[src/pkg/lds_pkg.sv]
package lds_pkg;
  localparam logic [6:0] DEV_ADDR      = 7'h1b;
  localparam logic [4:0] ADDR_ENABLE   = 5'h10;
  localparam logic [4:0] ADDR_STATUS   = 5'h11;
  localparam logic [4:0] ADDR_PWM1     = 5'h08;
  localparam logic [7:0] MASK_RESET    = 8'h00;
  localparam int         STAT_OT_BIT   = 0;
  localparam int         STAT_LP_BIT   = 2;
  localparam int         CLK_MHZ       = 100;
  localparam int         LP_IDLE_US    = 5000;
  localparam int         LP_IDLE_CYC   = LP_IDLE_US * CLK_MHZ;

  typedef enum logic [2:0] {
    CC_APPLY    = 3'h0,
    CC_WRITE    = 3'h1,
    CC_WR_APPLY = 3'h2,
    CC_ALL_CUR  = 3'h3,
    CC_ALL_PWM  = 3'h4
  } lds_code_e;

  typedef enum logic [1:0] {
    PM_1X  = 2'h0,
    PM_1P33 = 2'h1,
    PM_1P5 = 2'h2,
    PM_2X  = 2'h3
  } lds_pump_e;

  typedef enum logic [3:0] {
    ST_IDLE = 4'h0,
    ST_ADDR = 4'h1,
    ST_AACK = 4'h2,
    ST_CTRL = 4'h3,
    ST_CACK = 4'h4,
    ST_DATA = 4'h5,
    ST_DACK = 4'h6,
    ST_TX   = 4'h7,
    ST_TACK = 4'h8
  } lds_state_e;

  typedef struct packed {
    logic       over_temp;
    logic       bias_oc;
    logic       pump_ovp;
    logic [7:0] pump_short;
  } lds_fault_s;

  typedef struct packed {
    logic [2:0] code;
    logic [4:0] addr;
  } lds_ctrl_s;
endpackage

[src/logic/lds_regmem.sv]
`timescale 1ns/1ps
module lds_regmem #(
  parameter int CH = 8,
  parameter int W  = 8
) (
  // Clock and reset
  input  wire logic                clk,
  input  wire logic                arst_n,
  // Staging writes
  input  wire logic                wr_en,
  input  wire logic [3:0]          wr_idx,
  input  wire logic                fill_cur,
  input  wire logic                fill_pwm,
  input  wire logic [W-1:0]        wr_data,
  input  wire logic                apply,
  // Read port and active settings
  input  wire logic [3:0]          rd_idx,
  output logic      [W-1:0]        rd_data_q,
  output logic      [2*CH*W-1:0]   active_q
);
  logic [W-1:0] stage_q [2*CH];

  // Staged values stay invisible to the channels until an apply copies them
  for (genvar i = 0; i < 2*CH; i++) begin : g_reg
    wire hit = (wr_en && wr_idx == 4'(i)) || (fill_cur && i < CH) || (fill_pwm && i >= CH);
    always_ff @(posedge clk or negedge arst_n) begin
      if (!arst_n) begin
        stage_q[i] <= '0;
        active_q[i*W +: W] <= '0;
      end else begin
        if (hit) stage_q[i] <= wr_data;
        if (apply) active_q[i*W +: W] <= stage_q[i];
      end
    end
  end

  always_ff @(posedge clk or negedge arst_n) begin
    if (!arst_n) rd_data_q <= '0;
    else rd_data_q <= stage_q[rd_idx];
  end
endmodule // lds_regmem

[src/logic/lds_top.sv]
`timescale 1ns/1ps
module lds_top #(
  parameter int CH      = 8,
  parameter int IDLE_CYC = lds_pkg::LP_IDLE_CYC
) (
  // Clock and reset
  input  wire logic                  core_clk,
  input  wire logic                  arst_n,
  // Serial bus pins
  input  wire logic                  scl_i,
  input  wire logic                  sda_i,
  output logic                       sda_o,
  output logic                       sda_oe,
  // Analogue detectors
  input  wire lds_pkg::lds_fault_s   fault_i,
  input  wire logic [1:0]            pump_mode_req,
  input  wire logic                  chip_ready,
  // Channel and supply controls
  output logic      [CH-1:0]         led_on_q,
  output logic                       ref_en_q,
  output logic                       pump_en_q,
  output lds_pkg::lds_pump_e         pump_mode_q,
  output logic                       low_power_q,
  output logic      [2*CH*8-1:0]     active_cfg
);
  ////////////////////////////////////////////////////////////////////////
  // Pin synchronisers
  logic [1:0]          scl_r, sda_r;
  lds_pkg::lds_fault_s flt_m, flt;
  logic [1:0]          pmr_m, pmr;
  logic                rdy_m, rdy;
  logic                scl_d, sda_d;

  always_ff @(posedge core_clk or negedge arst_n) begin
    if (!arst_n) begin
      scl_r <= 2'h3;
      sda_r <= 2'h3;
      {flt_m, flt, pmr_m, pmr, rdy_m, rdy} <= '0;
      scl_d <= 1'b1;
      sda_d <= 1'b1;
    end else begin
      scl_r <= {scl_r[0], scl_i};
      sda_r <= {sda_r[0], sda_i};
      {flt_m, pmr_m, rdy_m} <= {fault_i, pump_mode_req, chip_ready};
      {flt, pmr, rdy} <= {flt_m, pmr_m, rdy_m};
      scl_d <= scl_r[1];
      sda_d <= sda_r[1];
    end
  end

  wire scl      = scl_r[1];
  wire sda      = sda_r[1];
  wire scl_rise = scl & ~scl_d;
  wire scl_fall = ~scl & scl_d;
  wire bus_start = scl & scl_d & sda_d & ~sda;
  wire bus_stop  = scl & scl_d & ~sda_d & sda;

  ////////////////////////////////////////////////////////////////////////
  // Bus target state machine
  lds_pkg::lds_state_e st_q;
  lds_pkg::lds_ctrl_s  ctl_q;
  logic [7:0] sr_q, tx_q, mask_q, applied_q;
  logic [3:0] cnt_q;
  logic [4:0] ptr_q;
  logic       rd_q, sda_oe_q;
  logic [7:0] mem_rd;
  logic [7:0] status;

  wire        byte_done = scl_fall && cnt_q == 4'h8;
  wire        addr_hit  = sr_q[7:1] == lds_pkg::DEV_ADDR;
  wire        data_wr   = st_q == lds_pkg::ST_DATA && byte_done;
  wire        ctrl_done = st_q == lds_pkg::ST_CTRL && byte_done;
  wire [2:0]  code      = ctl_q.code;
  wire        apply_now = (ctrl_done && sr_q[7:5] == lds_pkg::CC_APPLY) ||
                          (data_wr && code == lds_pkg::CC_WR_APPLY);
  wire        wr_single = data_wr && (code == lds_pkg::CC_WRITE ||
                                      code == lds_pkg::CC_WR_APPLY);
  wire        mask_wr   = wr_single && ctl_q.addr == lds_pkg::ADDR_ENABLE;
  wire        mem_wr    = wr_single && !ctl_q.addr[4];
  wire [7:0]  rd_byte   = ptr_q == lds_pkg::ADDR_ENABLE ? mask_q :
                          ptr_q == lds_pkg::ADDR_STATUS ? status :
                          ptr_q[4] ? 8'h00 : mem_rd;
  // The new mask is used in the same cycle as it is loaded by a 010 frame
  wire [7:0]  mask_nx   = mask_wr ? sr_q : mask_q;

  always_ff @(posedge core_clk or negedge arst_n) begin
    if (!arst_n) begin
      st_q <= lds_pkg::ST_IDLE;
      ctl_q <= '0;
      {sr_q, tx_q, cnt_q, ptr_q, rd_q, sda_oe_q} <= '0;
    end else if (bus_start) begin
      st_q <= lds_pkg::ST_ADDR;
      cnt_q <= 4'h0;
      sda_oe_q <= 1'b0;
    end else if (bus_stop) begin
      st_q <= lds_pkg::ST_IDLE;
      sda_oe_q <= 1'b0;
    end else begin
      if (scl_rise) begin
        sr_q <= {sr_q[6:0], sda};
        cnt_q <= cnt_q + 4'h1;
      end
      if (scl_fall) begin
        case (st_q)
          lds_pkg::ST_ADDR: if (cnt_q == 4'h8) begin
            st_q <= addr_hit ? lds_pkg::ST_AACK : lds_pkg::ST_IDLE;
            sda_oe_q <= addr_hit;
            rd_q <= sr_q[0];
            cnt_q <= 4'h0;
          end
          lds_pkg::ST_AACK: begin
            st_q <= rd_q ? lds_pkg::ST_TX : lds_pkg::ST_CTRL;
            tx_q <= rd_byte;
            sda_oe_q <= rd_q & ~rd_byte[7];
            cnt_q <= 4'h0;
          end
          lds_pkg::ST_CTRL: if (cnt_q == 4'h8) begin
            st_q <= lds_pkg::ST_CACK;
            ctl_q <= sr_q;
            if (sr_q[7:5] == lds_pkg::CC_WRITE) ptr_q <= sr_q[4:0];
            sda_oe_q <= 1'b1;
            cnt_q <= 4'h0;
          end
          lds_pkg::ST_CACK, lds_pkg::ST_DACK: begin
            st_q <= lds_pkg::ST_DATA;
            sda_oe_q <= 1'b0;
            cnt_q <= 4'h0;
          end
          lds_pkg::ST_DATA: if (cnt_q == 4'h8) begin
            st_q <= lds_pkg::ST_DACK;
            sda_oe_q <= 1'b1;
            cnt_q <= 4'h0;
          end
          lds_pkg::ST_TX: if (cnt_q == 4'h8) begin
            st_q <= lds_pkg::ST_TACK;
            sda_oe_q <= 1'b0;
            cnt_q <= 4'h0;
          end else begin
            sda_oe_q <= ~tx_q[6];
            tx_q <= {tx_q[6:0], 1'b0};
          end
          lds_pkg::ST_TACK: begin
            // A not-acknowledge releases the bus; the stop follows from the master
            st_q <= sr_q[0] ? lds_pkg::ST_IDLE : lds_pkg::ST_TX;
            tx_q <= rd_byte;
            sda_oe_q <= ~sr_q[0] & ~rd_byte[7];
            cnt_q <= 4'h0;
          end
          default: ;
        endcase
      end
    end
  end

  assign sda_o  = 1'b0;
  assign sda_oe = sda_oe_q;

  lds_regmem #(.CH(CH), .W(8)) u_mem (
    .clk       (core_clk),
    .arst_n    (arst_n),
    .wr_en     (mem_wr),
    .wr_idx    (ctl_q.addr[3:0]),
    .fill_cur  (data_wr && code == lds_pkg::CC_ALL_CUR),
    .fill_pwm  (data_wr && code == lds_pkg::CC_ALL_PWM),
    .wr_data   (sr_q),
    .apply     (apply_now),
    .rd_idx    (ptr_q[3:0]),
    .rd_data_q (mem_rd),
    .active_q  (active_cfg)
  );

  ////////////////////////////////////////////////////////////////////////
  // Channel enables, faults and low power
  logic [31:0] idle_q;
  logic        wake_q;
  wire         traffic = bus_start | scl_rise | scl_fall;
  wire         idle_hit = idle_q >= 32'(IDLE_CYC - 1);

  assign status = {5'h00, low_power_q, 1'b0, flt.over_temp};

  always_ff @(posedge core_clk or negedge arst_n) begin
    if (!arst_n) begin
      mask_q <= lds_pkg::MASK_RESET;
      applied_q <= lds_pkg::MASK_RESET;
      led_on_q <= '0;
      ref_en_q <= 1'b0;
      pump_en_q <= 1'b0;
      pump_mode_q <= lds_pkg::PM_1X;
      idle_q <= '0;
      low_power_q <= 1'b0;
      wake_q <= 1'b0;
    end else begin
      mask_q <= mask_nx;
      if (apply_now) applied_q <= mask_nx;
      // Bit n drives channel n+1; a short on one channel spares the others
      led_on_q <= applied_q & ~flt.pump_short &
                  {CH{~flt.over_temp & ~flt.bias_oc}};
      ref_en_q <= ~flt.bias_oc;
      pump_en_q <= ~flt.over_temp;
      pump_mode_q <= flt.pump_ovp ? lds_pkg::PM_1X : lds_pkg::lds_pump_e'(pmr);
      idle_q <= (traffic || applied_q != 8'h00) ? 32'h0 :
                (idle_hit ? idle_q : idle_q + 32'h1);
      if (!low_power_q && idle_hit && applied_q == 8'h00) low_power_q <= 1'b1;
      if (low_power_q && traffic) wake_q <= 1'b1;
      if (wake_q && rdy) begin
        low_power_q <= 1'b0;
        wake_q <= 1'b0;
      end
    end
  end
endmodule // lds_top

[config.mk]
export PLATFORM = sky130hd
export DESIGN_NAME = lds_top
export DESIGN_NICKNAME = d
export VERILOG_FILES = /design/src/pkg/lds_pkg.sv /design/src/logic/lds_regmem.sv /design/src/logic/lds_top.sv
export SDC_FILE = /design/constraint.sdc
export NUM_CORES = 1
export LEC_CHECK = 0
export BUFFER_PORTS_ARGS = -buffer_cell sky130_fd_sc_hd__buf_2
export CAP_MARGIN = 20
export CELL_PAD_IN_SITES_DETAIL_PLACEMENT = 0
export CELL_PAD_IN_SITES_GLOBAL_PLACEMENT = 1
export CORE_MARGIN = 2
export CORE_UTILIZATION = 49
export CTS_BUF_LIST = sky130_fd_sc_hd__clkbuf_4 sky130_fd_sc_hd__clkbuf_8 sky130_fd_sc_hd__clkbuf_16
export CTS_CLUSTER_SIZE = 25
export DETAILED_ROUTE_END_ITERATION = 8
export PLACE_DENSITY_LB_ADDON = 0.25
export SLEW_MARGIN = 20
export SYNTH_ARGS = -nofsm -noshare
export SYNTH_HDL_FRONTEND = slang
export SYNTH_SLANG_ARGS = --single-unit
[constraint.sdc]
create_clock -name core_clk -period 3.4 [get_ports core_clk]
set_input_delay 0.68 -clock core_clk [delete_from_list [all_inputs] [get_ports core_clk]]
set_output_delay 0.68 -clock core_clk [all_outputs]
set_load 0.005 [all_outputs]
======== Word-level counts from Yosys, hierarchy flattened ========
Index checks and enable logic that the tools add are counted.
operators by class
  add/sub/neg operators ................... 2
  order comparisons ....................... 2
  equality and inequality tests ........... 41
  multiplexer cells ....................... 40
  bitwise gates (word level) .............. 27
  reduce and logical (&&, ||, !) cells .... 73
operator list
  operator                 count
  $mux W32                 2
  $mux W4                  12
  $mux W8                  6
  $eq A4 B4 Y1 const B     10
  $add A32 B1 Y32 const B  1
  $bmux W8 S4              1
  $eq A4 B3 Y1 const B     8
  $ge A32 B19 Y1 const B   1
  $logic_and A1 B1 Y1      30
  $pmux W4 S7              1
  $logic_or A1 B1 Y1       19
  $and A8 B8 Y8            2
  $eq A4 B2 Y1 const B     4
  $ne A4 B4 Y1 const B     4
  $reduce_bool A8 Y1       2
  $eq A5 B5 Y1 const B     3
  $reduce_and A5 Y1        3
  $pmux W7 S2              1
  $reduce_and A6 Y1        2
  $not A1 Y1               11
  $and A1 B1 Y1            10
  $mux W1                  10
  $reduce_bool A9 Y1       1
  $eq A4 B1 Y1 const B     2
  27 further kinds         39
storage, ports and cells
  bits in registers ....................... 398
  bits of input ports ..................... 18
  output and inout bits ................... 143
  logic and storage cells ................. 252

======== Longest topological paths before layout ========
Gate-level depths: netlist of run 1.
  depth in word-level cells ............... 9
  mapped depth ............................ 10
  mapped depth without buffers ............ 7

======== Hierarchy ========
From an unflattened synthesis of run 1, not the netlist that was laid out.
unflattened totals
  cell total of the unflattened synthesis .. 1131
  area, all modules ....................... 16711.0 sq um
modules (own cells, without submodules)
  module      instances  cells each  area each (sq um)  seq. area each (sq um)
  lds_regmem  1          644         10986.8            6606.3
  lds_top     1          487         5724.2             3360.7

======== Least setup slack after synthesis of run 1 ========
No wires, ideal clock.
  path kind ............................... register to register
  start ................................... register cnt_q[0]
  end ..................................... register u_mem.stage_q[105] (netlist name)
  setup time .............................. 125 ps
  arrival ................................. 2252 ps
  data required time ...................... 3275 ps
  setup slack ............................. 1023 ps
  cell stages (with the launch flop) ...... 9
  path buffers ............................ 1
  clock period less this slack ............ 2377 ps
  cell sequence ........................... dfrtp_1 -> inv_1 -> ha_1 -> and3b_1 -> nand4_2 -> or2_1 -> buf_2 -> o41ai_4 -> mux2_2
on the way
  cells in the longest elaborated chain, start to end .. 7
  elaborated cells between the ends (all ways) .. 8
  those cells by class .................... eq/ne: 1; reduce/logical: 7
RTL lines
  element                         RTL line          text
  start: declaration              lds_top.sv:63     logic [3:0] cnt_q;
  start signal: assignment        lds_top.sv:101    cnt_q <= cnt_q + 4'h1;
  $eq A4 B4 Y1 *                  lds_top.sv:69     wire byte_done = scl_fall && cnt_q == 4'h8;
  $logic_and A1 B1 Y1 *           lds_top.sv:69
  $logic_and A1 B1 Y1 *           lds_top.sv:71     wire data_wr = st_q == lds_pkg::ST_DATA && byte_done;
  $logic_and A1 B1 Y1             lds_top.sv:76     wire wr_single = data_wr && (code == lds_pkg::CC_WRITE ||
  $logic_and A1 B1 Y1             lds_top.sv:79     wire mem_wr = wr_single && !ctl_q.addr[4];
  $logic_and A1 B1 Y1             lds_regmem.sv:25  wire hit = (wr_en && wr_idx == 4'(i)) || (fill_cur && i < CH) || (fill_pwm && i >= CH);
  $logic_or A1 B1 Y1 *            lds_regmem.sv:25
  end signal: indexed assignment  lds_regmem.sv:31  if (hit) stage_q[i] <= wr_data;
  end: declaration                lds_regmem.sv:21  logic [W-1:0] stage_q [2*CH];
Mark *: on every way between the ends. The rest lies on a longest branch, timed or not.
A chain may end at the register's enable or synchronous reset.

======== Worst setup path in the final report of run 1 ========
  start ................................... register cnt_q[0]
  end ..................................... register u_mem.active_q[90]
on the way
  cells in the longest elaborated chain, start to end .. 5
  elaborated cells between the ends (all ways) .. 7
  those cells by class .................... eq/ne: 1; reduce/logical: 6
RTL lines
  element                                        RTL line                      text
  $eq A4 B4 Y1 *                                 lds_top.sv:69
  $logic_and A1 B1 Y1 *                          lds_top.sv:69
  $logic_and A1 B1 Y1, on equally long branches  lds_top.sv:72, lds_top.sv:71
  $logic_and A1 B1 Y1, on equally long branches  lds_top.sv:74, lds_top.sv:75
  $logic_or A1 B1 Y1 *                           lds_top.sv:74                 wire apply_now = (ctrl_done && sr_q[7:5] == lds_pkg::CC_APPLY) ||
  end signal: indexed assignment                 lds_regmem.sv:32              if (apply) active_q[i*W +: W] <= stage_q[i];
  end: declaration                               lds_regmem.sv:19              output logic [2*CH*W-1:0] active_q
Marked as above.

==> results of run 1 <==
[Yosys cell counts, drive strengths merged, types with 7 or more instances]
library cell  count  area [um2]
dfrtp           392        9810
mux2            294        3310
nand2            54         203
mux4             40         901
a21oi            38         190
clkbuf           37         139
buf              30         145
o21ai            21         120
and2             16         100
nor2             16        62.6
nand3            14        70.1
or4              14         105
o31ai            13         111
nor3b            10        80.1
inv               9        33.8
nand2b            9        56.3
nor3              9        45.0
nand4             8        56.3
and3              7        43.8
nor2b             7        43.8
or3               7        43.8
[routing by layer]
| layer | part of all wire | global-route usage |
|---|---|---|
| met1 | 0.46 | 0.321 |
| met2 | 0.48 | 0.348 |
| met5 | 0 | 0 |
| met3 | 0.041 | 0.0310 |
| met4 | 0.017 | 0.0533 |
[flip-flops by register name, indices dropped and copies added (netlist names), 3 cells and up]
name             count
applied_q            8
cnt_q                4
code                 3
ctl_q                5
flt                 11
flt_m               11
idle_q              32
led_on_q             8
mask_q               8
ptr_q                5
sr_q                 8
st_q                 4
tx_q                 7
u_mem.active_q     128
u_mem.rd_data_q      8
u_mem.stage_q      128
[final cells by class]
cell class                      instances  area, um2  share of cell area
Sequential cell                       398       9970               0.516
Clock inverter                         15        179             0.00926
Tap cell                              448        561              0.0290
Inverter                               10       37.5             0.00194
Multi-Input combinational cell        647       6200               0.321
Clock buffer                           61       1260              0.0653
Timing Repair Buffer                  191       1110              0.0574
[kinds of logic (layout without fill, tap and decap cells)]
family | Yosys count | count (layout) | share of synthesized area
compound gates | 106 | 106 | 0.0453
xor+xnor | 2 | 2 | 0.00106
fa+ha+maj | 3 | 3 | 0.00228
buf+inv | 77 | 277 | 0.0195
flops | 398 | 398 | 0.605
mux | 336 | 336 | 0.257
other cells | 1 | 1 | 0.000228
simple gates | 199 | 199 | 0.0698
[power by group]
group	switching (mW)	total, mW	internal, mW
logic	0.357	0.535	0.178
clock network	1.86	4.68	2.82
registers	0.153	4.97	4.82
total	2.37	10.2	7.82
[through the flow]
| stage | worst slack [ps] | std cells |
|---|---|---|
| 6_report | 551 | 1770 |
| 5_1_grt | 372 | 1770 |
| 4_1_cts | 552 | 1770 |
| 3_5_place_dp | 565 | 1694 |
| 3_3_place_gp | 560 | 1694 |
| 2_1_floorplan | 1020 | 1122 |
[path summary, 6_finish.rpt]
kind	endpoint	slack [ps]	depth (start not counted)
setup / recovery	u_mem.active_q[90]$_DFFE_PN0P_	550	8
hold / removal	flt[8]$_DFF_PN0_	160	1
setup reg to reg	u_mem.active_q[90]$_DFFE_PN0P_	550	8
hold reg to reg	pmr[1]$_DFF_PN0_	350	0
max in group asynchronous	u_mem.active_q[5]$_DFFE_PN0P_	2270	2
min in group core_clk	sda_r[0]$_DFF_PN1_	240	1
==> impl_table.tex, run 1 <==
\begin{tabular}{lr}
\hline
Metric & Value \\
\hline
\multicolumn{2}{l}{\textbf{Route}} \\
Total Routed Length & 37.4 mm \\
Via density & 5.61 \\
Detail-routed net length per standard cell & 21.1 um \\
Drt pass-1 iters & 5 \\
Antenna-violating nets left & 0 \\
DRC & 0 \\
DRC marker count from the first detailed-route iteration & 639 \\
Number of vias after detailed routing & 9936 \\
\multicolumn{2}{l}{\textbf{Cells and area}} \\
Area overhead of the layout relative to synthesis & 17.3\% \\
Share of final-layout standard cells stronger than drive strength 1 & 0.473 \\
Inserted Diodes & 0 \\
Post-layout instance area & 0.0193 mm2 \\
Most frequent cells in the layout & dfrtp\_1 (391), mux2\_2 (293), buf\_2 (158), nand2\_1 (54), clkbuf\_16 (43) \\
Count of fill cells added during filler insertion & 2694 \\
Util after Layout & 0.581 \\
Most common cell after layout, fill and taps aside & dfrtp\_1 \\
Nets & 1311 \\
\multicolumn{2}{l}{\textbf{Yosys}} \\
Main synth FF type & dfrtp\_1 \\
Distinct cells, synth & 65 \\
EDFF count, synth & 0 \\
Mean post-synth cell area & 14.7 um2 \\
Sequential-to-total area share from yosys stat & 0.605 \\
Syn Nets & 1143 \\
Synthesis-stage register bit count & 398 \\
Post-synthesis cell area & 0.0165 mm2 \\
Cells after Synth & 1122 \\
Yosys warning total & 0 \\
Share of synthesized flip-flops with an asynchronous set or reset & 1.00 \\
\multicolumn{2}{l}{\textbf{Floorplanning}} \\
Vertical die dimension & 187 um \\
Die Footprint & 0.0351 mm2 \\
Die X & 187 um \\
Num rows & 67 \\
Initial core utilization & 0.495 \\
Number of placed I/O pins & 161 \\
Standard cell core area & 0.0333 mm2 \\
\multicolumn{2}{l}{\textbf{Power and ir drop}} \\
Maximum vdd ir drop & 0.372 mV \\
Static Leak & 9.70 nW \\
Power per unit of standard cell area & 528 mW/mm2 \\
Total Power & 10.2 mW \\
\multicolumn{2}{l}{\textbf{Setup path}} \\
Dominant delay contributor by cell family on the critical path & simple AND/OR/NAND/NOR gates \\
Startpoint type of the worst setup path & register \\
Cell chain of the critical path & inv\_1, ha\_1, and3b\_1, nand4\_1, nor4\_1, a41o\_4, buf\_12, mux2\_2 \\
Buffers \& Inverters on Critical Path & 2 \\
WP data required & 3810 ps \\
Worst setup path startpoint & cnt\_q[0]\$\_DFFE\_PN0P\_ \\
Endpoint arrival time on the critical path & 3260 ps \\
Launch instance of the worst register-to-register path & cnt\_q[0]\$\_DFFE\_PN0P\_ \\
Crit Path Max Fanout & 97 \\
Critical Path End Type & register \\
Worst Setup Path Type & reg -> reg \\
Slowest Stage Delay on Critical Path & 500 ps \\
Highest-delay cell along the critical path & nor4\_1 \\
\multicolumn{2}{l}{\textbf{Timing}} \\
Final hold slack & 164 ps \\
Unrepaired setup endpoints after global routing & no \\
Max-slew headroom & 0.321 \\
Final hold violation count & 0 \\
Post-Route Setup TNS & 0 ps \\
Slew at the pin closest to its max-slew limit & 1020 ps \\
F\_max & 351 MHz \\
Minimum clock period & 2850 ps \\
Final slew viol count & 0 \\
Setup violators final & 0 \\
Final clock skew & 9.45 ps \\
Post-route fraction of the period consumed by the critical path & 0.838 \\
\multicolumn{2}{l}{\textbf{Clock network}} \\
Max Root-Sink Buffers & 3 \\
Hold-fix buffers, CTS & 0 \\
H-tree depth & 2 \\
Number of clock sinks seen by CTS & 398 \\
Number of buffers created by CTS & 42 \\
Library cell used as clock root buffer & clkbuf\_16 \\
Clock network latency to the later pin of the worst-skew pair & 540 ps \\
Reg clk slew, reported paths & 60 ps \\
Setup fix buffers added after clock tree synthesis & 0 \\
Gates resized, CTS repair & 0 \\
CTS tree & built \\
\multicolumn{2}{l}{\textbf{Global routing}} \\
Number of global-route vias before repair & 10200 \\
Total GRT Usage & 0.219 \\
Number of antenna violations at the first check in global routing & 0 \\
Wire length of the first global-routing pass & 60.2 mm \\
Aggregate global routing overflow & 0 \\
Maximum number of pins on one net before global-route repair & 98 \\
\multicolumn{2}{l}{\textbf{Flow run}} \\
Max Cap Violations & 0 \\
\multicolumn{2}{l}{\textbf{Status}} \\
Status & complete, no violations \\
\multicolumn{2}{l}{\textbf{Placement}} \\
DP HPWL & 25.1 mm \\
Final GP Congestion & 0.822 \\
Number of buffer cells added on primary ports & 159 \\
Cell area after placement & 0.0179 mm2 \\
\multicolumn{2}{l}{\textbf{Worst hold path}} \\
Type of the tightest min-delay check & in -> async \\
\hline
\end{tabular}
Power figures use the tool's default switching activity.
==> inputs of run 2 (changes only) <==
Settings changed: ABC_AREA set to 1, CORE_UTILIZATION 49 to 45.
Clock period 3.4 ns to 2.7 ns, I/O delays scaled along.
==> run 2 against run 1 <==
Effect of this change: cell count grew 50%; maximum frequency grew 20%; first-iteration DRC count grew 45%; non-clock buffer count grew 18; sequential share of layout area shrank 2.1 points; critical path type unchanged; sequential power grew 23%; core utilization shrank 4.3 points.
==> impl_table.tex, run 2 <==
\begin{tabular}{lr}
\hline
Metric & Value \\
\hline
\multicolumn{2}{l}{\textbf{Timing}} \\
Final slew viol count & 0 (unchanged) \\
Minimum clock period & 2380 ps (-471 ps) \\
Setup violators final & 0 (unchanged) \\
Unrepaired setup endpoints after global routing & no \\
Post-Route Setup TNS & 0 ps (unchanged) \\
Slew at the pin closest to its max-slew limit & 606 ps (-412 ps) \\
Final clock skew & 15.9 ps (+6.41 ps) \\
F\_max & 421 MHz (+20\%) \\
Post-route fraction of the period consumed by the critical path & 0.881 (+0.0428) \\
Final hold violation count & 0 (unchanged) \\
Max-slew headroom & 0.596 (+0.275) \\
\multicolumn{2}{l}{\textbf{Cells and area}} \\
Count of fill cells added during filler insertion & 3467 (+29\%) \\
Inserted Diodes & 0 (unchanged) \\
Top Registers & u\_mem.active\_q (128), u\_mem.stage\_q (128), idle\_q (32) \\
Util after Layout & 0.537 (-0.0435) \\
Register area & 0.00997 mm2 (about the same) \\
Share of final-layout standard cells stronger than drive strength 1 & 0.160 (-0.313) \\
Nets & 2123 (+62\%) \\
Area of combinational cells with multiple inputs & 0.00525 mm2 (-15\%) \\
Area overhead of the layout relative to synthesis & 17.9\% \\
Most frequent cells in the layout & nand2\_1 (425), dfrtp\_1 (392), inv\_1 (368), o21ai\_0 (314), buf\_2 (158) \\
Most common cell after layout, fill and taps aside & nand2\_1 \\
\multicolumn{2}{l}{\textbf{Yosys}} \\
Share of synthesized flip-flops with an asynchronous set or reset & 1.00 (unchanged) \\
Most frequent cells after synthesis & nand2\_1 (426), dfrtp\_1 (392), inv\_1 (368) \\
Area fraction of the dominant cell type after synthesis & 0.575 (-0.0207) \\
Cell with the most instances after synthesis & nand2\_1 \\
Distinct cells, synth & 43 (-34\%) \\
Main synth FF type & dfrtp\_1 \\
Cells after Synth & 1935 (+72\%) \\
Syn Nets & 1956 (+71\%) \\
Sequential-to-total area share from yosys stat & 0.584 (-0.0211) \\
Mean post-synth cell area & 8.82 um2 (-40\%) \\
EDFF count, synth & 0 (unchanged) \\
Area contributors post-synth & dfrtp\_1 (57\%), nand2\_1 (9.4\%), o21ai\_0 (9.2\%) \\
Synthesis-stage register bit count & 398 (unchanged) \\
Cell type with the highest aggregate area in the netlist & dfrtp\_1 \\
Post-synthesis cell area & 0.0171 mm2 (+3.6\%) \\
Yosys warning total & 0 (unchanged) \\
\multicolumn{2}{l}{\textbf{Global routing}} \\
Number of antenna violations at the first check in global routing & 0 (unchanged) \\
Maximum number of pins on one net before global-route repair & 68 (-31\%) \\
Total GRT Usage & 0.244 (+0.0247) \\
Number of global-route vias before repair & 12700 (+24\%) \\
Wire length of the first global-routing pass & 73.6 mm (+22\%) \\
Aggregate global routing overflow & 0 (unchanged) \\
\multicolumn{2}{l}{\textbf{Clock network}} \\
CTS tree & built \\
Max Root-Sink Buffers & 3 (unchanged) \\
Setup fix buffers added after clock tree synthesis & 0 (unchanged) \\
Reg clk slew, reported paths & 60 ps (about the same) \\
H-tree depth & 2 (unchanged) \\
Number of buffers created by CTS & 46 (+9.5\%) \\
Library cell used as clock root buffer & clkbuf\_16 \\
Clock network latency to the later pin of the worst-skew pair & 580 ps (+40 ps) \\
Number of clock sinks seen by CTS & 398 (unchanged) \\
\multicolumn{2}{l}{\textbf{Status}} \\
Status & complete, no violations \\
\multicolumn{2}{l}{\textbf{Floorplanning}} \\
Die X & 199 um (+6.1\%) \\
Standard cell core area & 0.0375 mm2 (+13\%) \\
Num rows & 71 (+6.0\%) \\
Die Footprint & 0.0395 mm2 (+13\%) \\
Number of placed I/O pins & 161 (unchanged) \\
Initial core utilization & 0.455 (-0.0397) \\
Vertical die dimension & 199 um (+6.1\%) \\
\multicolumn{2}{l}{\textbf{Setup path}} \\
Startpoint type of the worst setup path & register \\
Dominant delay contributor by cell family on the critical path & simple AND/OR/NAND/NOR gates \\
Cell chain of the critical path & inv\_1, ha\_1, nand2\_1, nor2\_2, nand2\_4, nor2\_8, nand2\_4, nor2\_8, nand3\_1, o21ai\_2, o21ai\_0 \\
Crit Path Max Fanout & 16 (-84\%) \\
Worst Setup Path Type & reg -> reg \\
Slowest Stage Delay on Critical Path & 510 ps (about the same) \\
Endpoint arrival time on the critical path & 2810 ps (-450 ps) \\
Highest-delay cell along the critical path & o21ai\_2 \\
Critical Path End Type & register \\
Buffers \& Inverters on Critical Path & 1 (-1) \\
R2R setup slack & 320 ps (-230 ps) \\
WP data required & 3130 ps (-680 ps) \\
\multicolumn{2}{l}{\textbf{Route}} \\
DRC & 0 (unchanged) \\
Total Routed Length & 46.9 mm (+25\%) \\
Detail-routed net length per standard cell & 17.7 um (-16\%) \\
DRC marker count from the first detailed-route iteration & 925 (+45\%) \\
Drt pass-1 iters & 5 (unchanged) \\
Antenna-violating nets left & 0 (unchanged) \\
Via density & 4.98 (-11\%) \\
Number of vias after detailed routing & 13200 (+33\%) \\
\multicolumn{2}{l}{\textbf{Power and ir drop}} \\
Power per unit of standard cell area & 651 mW/mm2 (+23\%) \\
Maximum vdd ir drop & 0.492 mV (+32\%) \\
Static Leak & 10.8 nW (+11\%) \\
\multicolumn{2}{l}{\textbf{Placement}} \\
Number of buffer cells added on primary ports & 159 (unchanged) \\
DP HPWL & 33.3 mm (+33\%) \\
Final GP Congestion & 0.916 (+11\%) \\
\multicolumn{2}{l}{\textbf{Flow run}} \\
Max Cap Violations & 0 (unchanged) \\
\multicolumn{2}{l}{\textbf{Worst hold path}} \\
Type of the tightest min-delay check & in -> reg \\
\hline
\end{tabular}
## run 2: cell types whose count changed in the layout (fill, tap and decap cells not counted), moves of 16 or more
| cell | delta |
|---|---|
| a21oi_1 | +19 |
| and2_1 | -16 |
| inv_1 | +359 |
| mux2_2 | -292 |
| mux4_2 | -40 |
| nand2_1 | +371 |
| nand3_1 | +30 |
| nor2_1 | +61 |
| o21ai_0 | +297 |
| o221ai_1 | +24 |
## run 2: layer usage
| layer | GRT usage | wire [um] | vias up | share of wire |
|---|---|---|---|---|
| met5 | 0 | 0 | - | 0 |
| met4 | 0.0625 | 1010 | 0 | 0.021 |
| met3 | 0.0407 | 2450 | 60 | 0.052 |
| met2 | 0.385 | 21600 | 367 | 0.46 |
| met1 | 0.350 | 21800 | 6347 | 0.46 |
| li1 | - | - | 6421 | - |
## run 2: layout make-up
type | count | share of cell area
Clock buffer | 69 | 0.0718
Clock inverter | 14 | 0.00659
Inverter | 373 | 0.0695
Multi-Input combinational cell | 1074 | 0.261
Sequential cell | 398 | 0.495
Tap cell | 511 | 0.0318
Timing Repair Buffer | 209 | 0.0644
## run 2: cells by family (layout without fill, tap and decap cells)
logic type / after synthesis / in the layout / share of synthesized area
and+or+nand+nor: 609 / 609 / 0.151
buffers and inverters: 463 / 665 / 0.109
AOI/OAI and AO/OA: 450 / 450 / 0.147
DFF: 398 / 398 / 0.584
muxes: 9 / 9 / 0.00535
adders and majority gates: 3 / 3 / 0.00220
xor gates and xnor gates: 2 / 2 / 0.00103
other: 1 / 1 / 0.000220
## run 2: report_power, final
group,total (mW),switching [mW],internal (mW)
Combinational,0.587,0.461,0.126
Clock,6.38,2.50,3.89
Sequential,6.13,0.0764,6.05
Total,13.1,3.03,10.1
## run 2: final timing paths
check | start | to | cells past startpoint
max in group asynchronous | arst_n | u_mem.active_q[124]$_DFFE_PN0P_ | 3
min reg2reg | flt_m[7]$_DFF_PN0_ | flt[7]$_DFF_PN0_ | 0
min | sda_i | sda_r[0]$_DFF_PN1_ | 1
max reg2reg | cnt_q[1]$_DFFE_PN0P_ | u_mem.stage_q[10]$_DFFE_PN0P_ | 11
max | cnt_q[1]$_DFFE_PN0P_ | u_mem.stage_q[10]$_DFFE_PN0P_ | 11
min in group asynchronous | arst_n | pump_mode_q[0]$_DFF_PN0_ | 2
## run 2: through the flow
step | cell area, um2 | hold slack (ps) | setup WS (ps) | std cells | total power, mW
after floorplan | 17100 | 244 | 748 | 1935 | 6.46
after global placement | 18500 | 336 | 416 | 2564 | 6.83
after detailed placement | 18500 | 336 | 317 | 2564 | 6.83
after CTS | 20100 | 43.7 | 300 | 2648 | 13.3
after global routing | 20100 | 41.3 | 75.2 | 2648 | 13.6
final | 20100 | 72.7 | 322 | 2648 | 13.1
## run 2: timing repair
action,4_1_cts,5_1_grt
endpoints found under the hold margin,52,0
gates resized for setup,0,0
hold buffers,1,0
==> inputs of run 3 (changes only) <==
Settings changed: GPL_TIMING_DRIVEN set to 0.
==> run 3 against run 2 <==
Effect of this change: the flow now finishes with violations (hold timing); routed wire length is 7.6% higher; register-to-register slack worse by 210 ps; first-iteration DRC count is 2.3% lower; worst hold slack worse by 94 ps; cell count is 1.6% higher; sequential power hardly changed; non-clock buffer count is 44 higher; final area is 0.68% higher; critical endpoint is now u_mem.rd_data_q[4]$_DFF_PN0_; largest cell class unchanged.
==> impl_table.tex, run 3 (synthesized netlist as in run 2, its figures left out) <==
\begin{tabular}{lr}
\hline
Metric & Value \\
\hline
\multicolumn{2}{l}{\textbf{Status}} \\
Status & finished with violations \\
Violations in the final reports & hold timing \\
\multicolumn{2}{l}{\textbf{Power and ir drop}} \\
Maximum vdd ir drop & 0.411 mV (-17\%) \\
Total Power & 13.4 mW (+2.2\%) \\
Power per unit of standard cell area & 660 mW/mm2 (+1.5\%) \\
Static Leak & 10.9 nW (+0.94\%) \\
\multicolumn{2}{l}{\textbf{Global routing}} \\
Number of global-route vias before repair & 13400 (+5.2\%) \\
Maximum number of pins on one net before global-route repair & 100 (+47\%) \\
Number of antenna violations at the first check in global routing & 0 (unchanged) \\
Aggregate global routing overflow & 0 (unchanged) \\
Wire length of the first global-routing pass & 78.2 mm (+6.3\%) \\
Total GRT Usage & 0.264 (+0.0208) \\
\multicolumn{2}{l}{\textbf{Clock network}} \\
CTS tree & built \\
Number of buffers created by CTS & 45 (-2.2\%) \\
Reg clk slew, reported paths & 60 ps (about the same) \\
Number of clock sinks seen by CTS & 398 (unchanged) \\
Gates resized, CTS repair & 1 (+1) \\
Clock network latency to the later pin of the worst-skew pair & 590 ps (about the same) \\
Max Root-Sink Buffers & 3 (unchanged) \\
H-tree depth & 2 (unchanged) \\
Hold-fix buffers, CTS & 0 (-1) \\
Library cell used as clock root buffer & clkbuf\_16 \\
Setup fix buffers added after clock tree synthesis & 0 (unchanged) \\
\multicolumn{2}{l}{\textbf{Flow run}} \\
Max Cap Violations & 0 (unchanged) \\
\multicolumn{2}{l}{\textbf{Cells and area}} \\
Nets & 2166 (+2.0\%) \\
Count of fill cells added during filler insertion & 3590 (+3.5\%) \\
Final cell count without fillers & 2690 (+1.6\%) \\
Post-layout instance area & 0.0203 mm2 (+0.68\%) \\
Most frequent cells in the layout & nand2\_1 (426), dfrtp\_1 (392), inv\_1 (368), o21ai\_0 (314), buf\_2 (182) \\
Most common cell after layout, fill and taps aside & nand2\_1 \\
Util after Layout & 0.541 (+0.00367) \\
Share of final-layout standard cells stronger than drive strength 1 & 0.159 (-0.000717) \\
Area overhead of the layout relative to synthesis & 18.7\% \\
Top Registers & u\_mem.active\_q (128), u\_mem.stage\_q (128), idle\_q (32) \\
\multicolumn{2}{l}{\textbf{Timing}} \\
Final hold violation count & 8 (+8) \\
F\_max & 386 MHz (-8.2\%) \\
Final slew viol count & 0 (unchanged) \\
Post-route fraction of the period consumed by the critical path & 0.960 (+0.0791) \\
Final clock skew & 29.0 ps (+13.1 ps) \\
Post-Route Setup TNS & 0 ps (unchanged) \\
Final hold slack & -20.9 ps (-93.5 ps) \\
Unrepaired setup endpoints after global routing & yes \\
Slew at the pin closest to its max-slew limit & 867 ps (+261 ps) \\
Minimum clock period & 2590 ps (+213 ps) \\
Post-route worst setup slack & 109 ps (-213 ps) \\
Max-slew headroom & 0.420 (-0.176) \\
Setup violators final & 0 (unchanged) \\
\multicolumn{2}{l}{\textbf{Floorplanning}} \\
Die X & 199 um (unchanged) \\
Number of placed I/O pins & 161 (unchanged) \\
Die Footprint & 0.0395 mm2 (unchanged) \\
Standard cell core area & 0.0375 mm2 (unchanged) \\
Num rows & 71 (unchanged) \\
Vertical die dimension & 199 um (unchanged) \\
Initial core utilization & 0.455 (unchanged) \\
\multicolumn{2}{l}{\textbf{Placement}} \\
Cell area after placement & 0.0186 mm2 (+0.43\%) \\
Inst Count DP & 2609 (+1.8\%) \\
Worst Setup Slack post-DPL & 28.7 ps (-288 ps) \\
DP HPWL & 36.4 mm (+9.3\%) \\
Number of buffer cells added on primary ports & 159 (unchanged) \\
Final GP Congestion & 0.977 (+6.7\%) \\
\multicolumn{2}{l}{\textbf{Route}} \\
Total Routed Length & 50.5 mm (+7.6\%) \\
Via density & 5.06 (+1.5\%) \\
Drt pass-1 iters & 5 (unchanged) \\
DRC & 0 (unchanged) \\
Number of vias after detailed routing & 13600 (+3.1\%) \\
Detail-routed net length per standard cell & 18.8 um (+6.0\%) \\
Antenna-violating nets left & 0 (unchanged) \\
Top routing layer in use & met4 \\
Met3 wire length & 3.12 mm (+27\%) \\
Routed length on met1 & 22.5 mm (+3.2\%) \\
DRC marker count from the first detailed-route iteration & 904 (-2.3\%) \\
Met2 wire length & 22.8 mm (+5.4\%) \\
\multicolumn{2}{l}{\textbf{Setup path}} \\
Number of cells traversed by the worst register-to-register path & 8 (-3) \\
Critical Path End Type & register \\
Endpoint arrival time on the critical path & 3070 ps (+260 ps) \\
Launch instance of the worst register-to-register path & ptr\_q[0]\$\_DFFE\_PN0P\_ \\
WP data required & 3180 ps (+50 ps) \\
Crit Path Max Fanout & 10 (-6) \\
Startpoint type of the worst setup path & register \\
Worst Setup Path Type & reg -> reg \\
R2R setup slack & 110 ps (-210 ps) \\
Worst reg2reg endpoint & u\_mem.rd\_data\_q[4]\$\_DFF\_PN0\_ \\
\multicolumn{2}{l}{\textbf{Worst hold path}} \\
Type of the tightest min-delay check & in -> async \\
\hline
\end{tabular}
-- run 3: routing by layer --
layer  global-route usage  vias to the layer above
met3               0.0485                      105
met1                0.361                     6538
li1                     -                     6523
met4                0.108                        0
met5                    0                        -
met2                0.418                      438
-- run 3: report_power, final --
group	switching [mW]	leakage [nW]	internal, mW
sequential	0.0475	5.45	6.05
clock	2.49	0.809	4.17
combinational	0.512	4.63	0.116
total	3.05	10.9	10.3
-- run 3: worst max-delay path by stage --
stage,startpoint,to,depth (start not counted),slack [ps]
4_1_cts,cnt_q[1]$_DFFE_PN0P_,u_mem.active_q[87]$_DFFE_PN0P_,12,20
3_3_place_gp,arst_n,u_mem.active_q[70]$_DFFE_PN0P_,1,-6750
2_1_floorplan,cnt_q[1]$_DFFE_PN0P_,applied_q[6]$_DFFE_PN0P_,15,750
6_report,ptr_q[0]$_DFFE_PN0P_,u_mem.rd_data_q[4]$_DFF_PN0_,8,110
5_1_grt,cnt_q[1]$_DFFE_PN0P_,u_mem.active_q[55]$_DFFE_PN0P_,13,-20
3_5_place_dp,ptr_q[0]$_DFFE_PN0P_,u_mem.rd_data_q[4]$_DFF_PN0_,8,30
-- run 3: area by class of cell --
type | count | area, um2 | area share
timing repair buffer | 163 | 916 | 0.0452
inverter | 373 | 1400 | 0.0691
tap | 511 | 639 | 0.0315
antenna | 1 | 2.50 | 0.000123
buffer | 90 | 474 | 0.0234
clock inverter | 14 | 259 | 0.0128
sequential | 398 | 9970 | 0.492
multi-input combinational | 1074 | 5250 | 0.259
clock buffer | 66 | 1370 | 0.0673
-- run 3: critical path, cell delays in order (launching register included) --
cell	delay, ps
dfrtp_1	330
buf_2	250
inv_1	200
nor2_2	410
inv_2	200
buf_1	330
o221ai_1	430
nand2_1	150
nand3_1	190
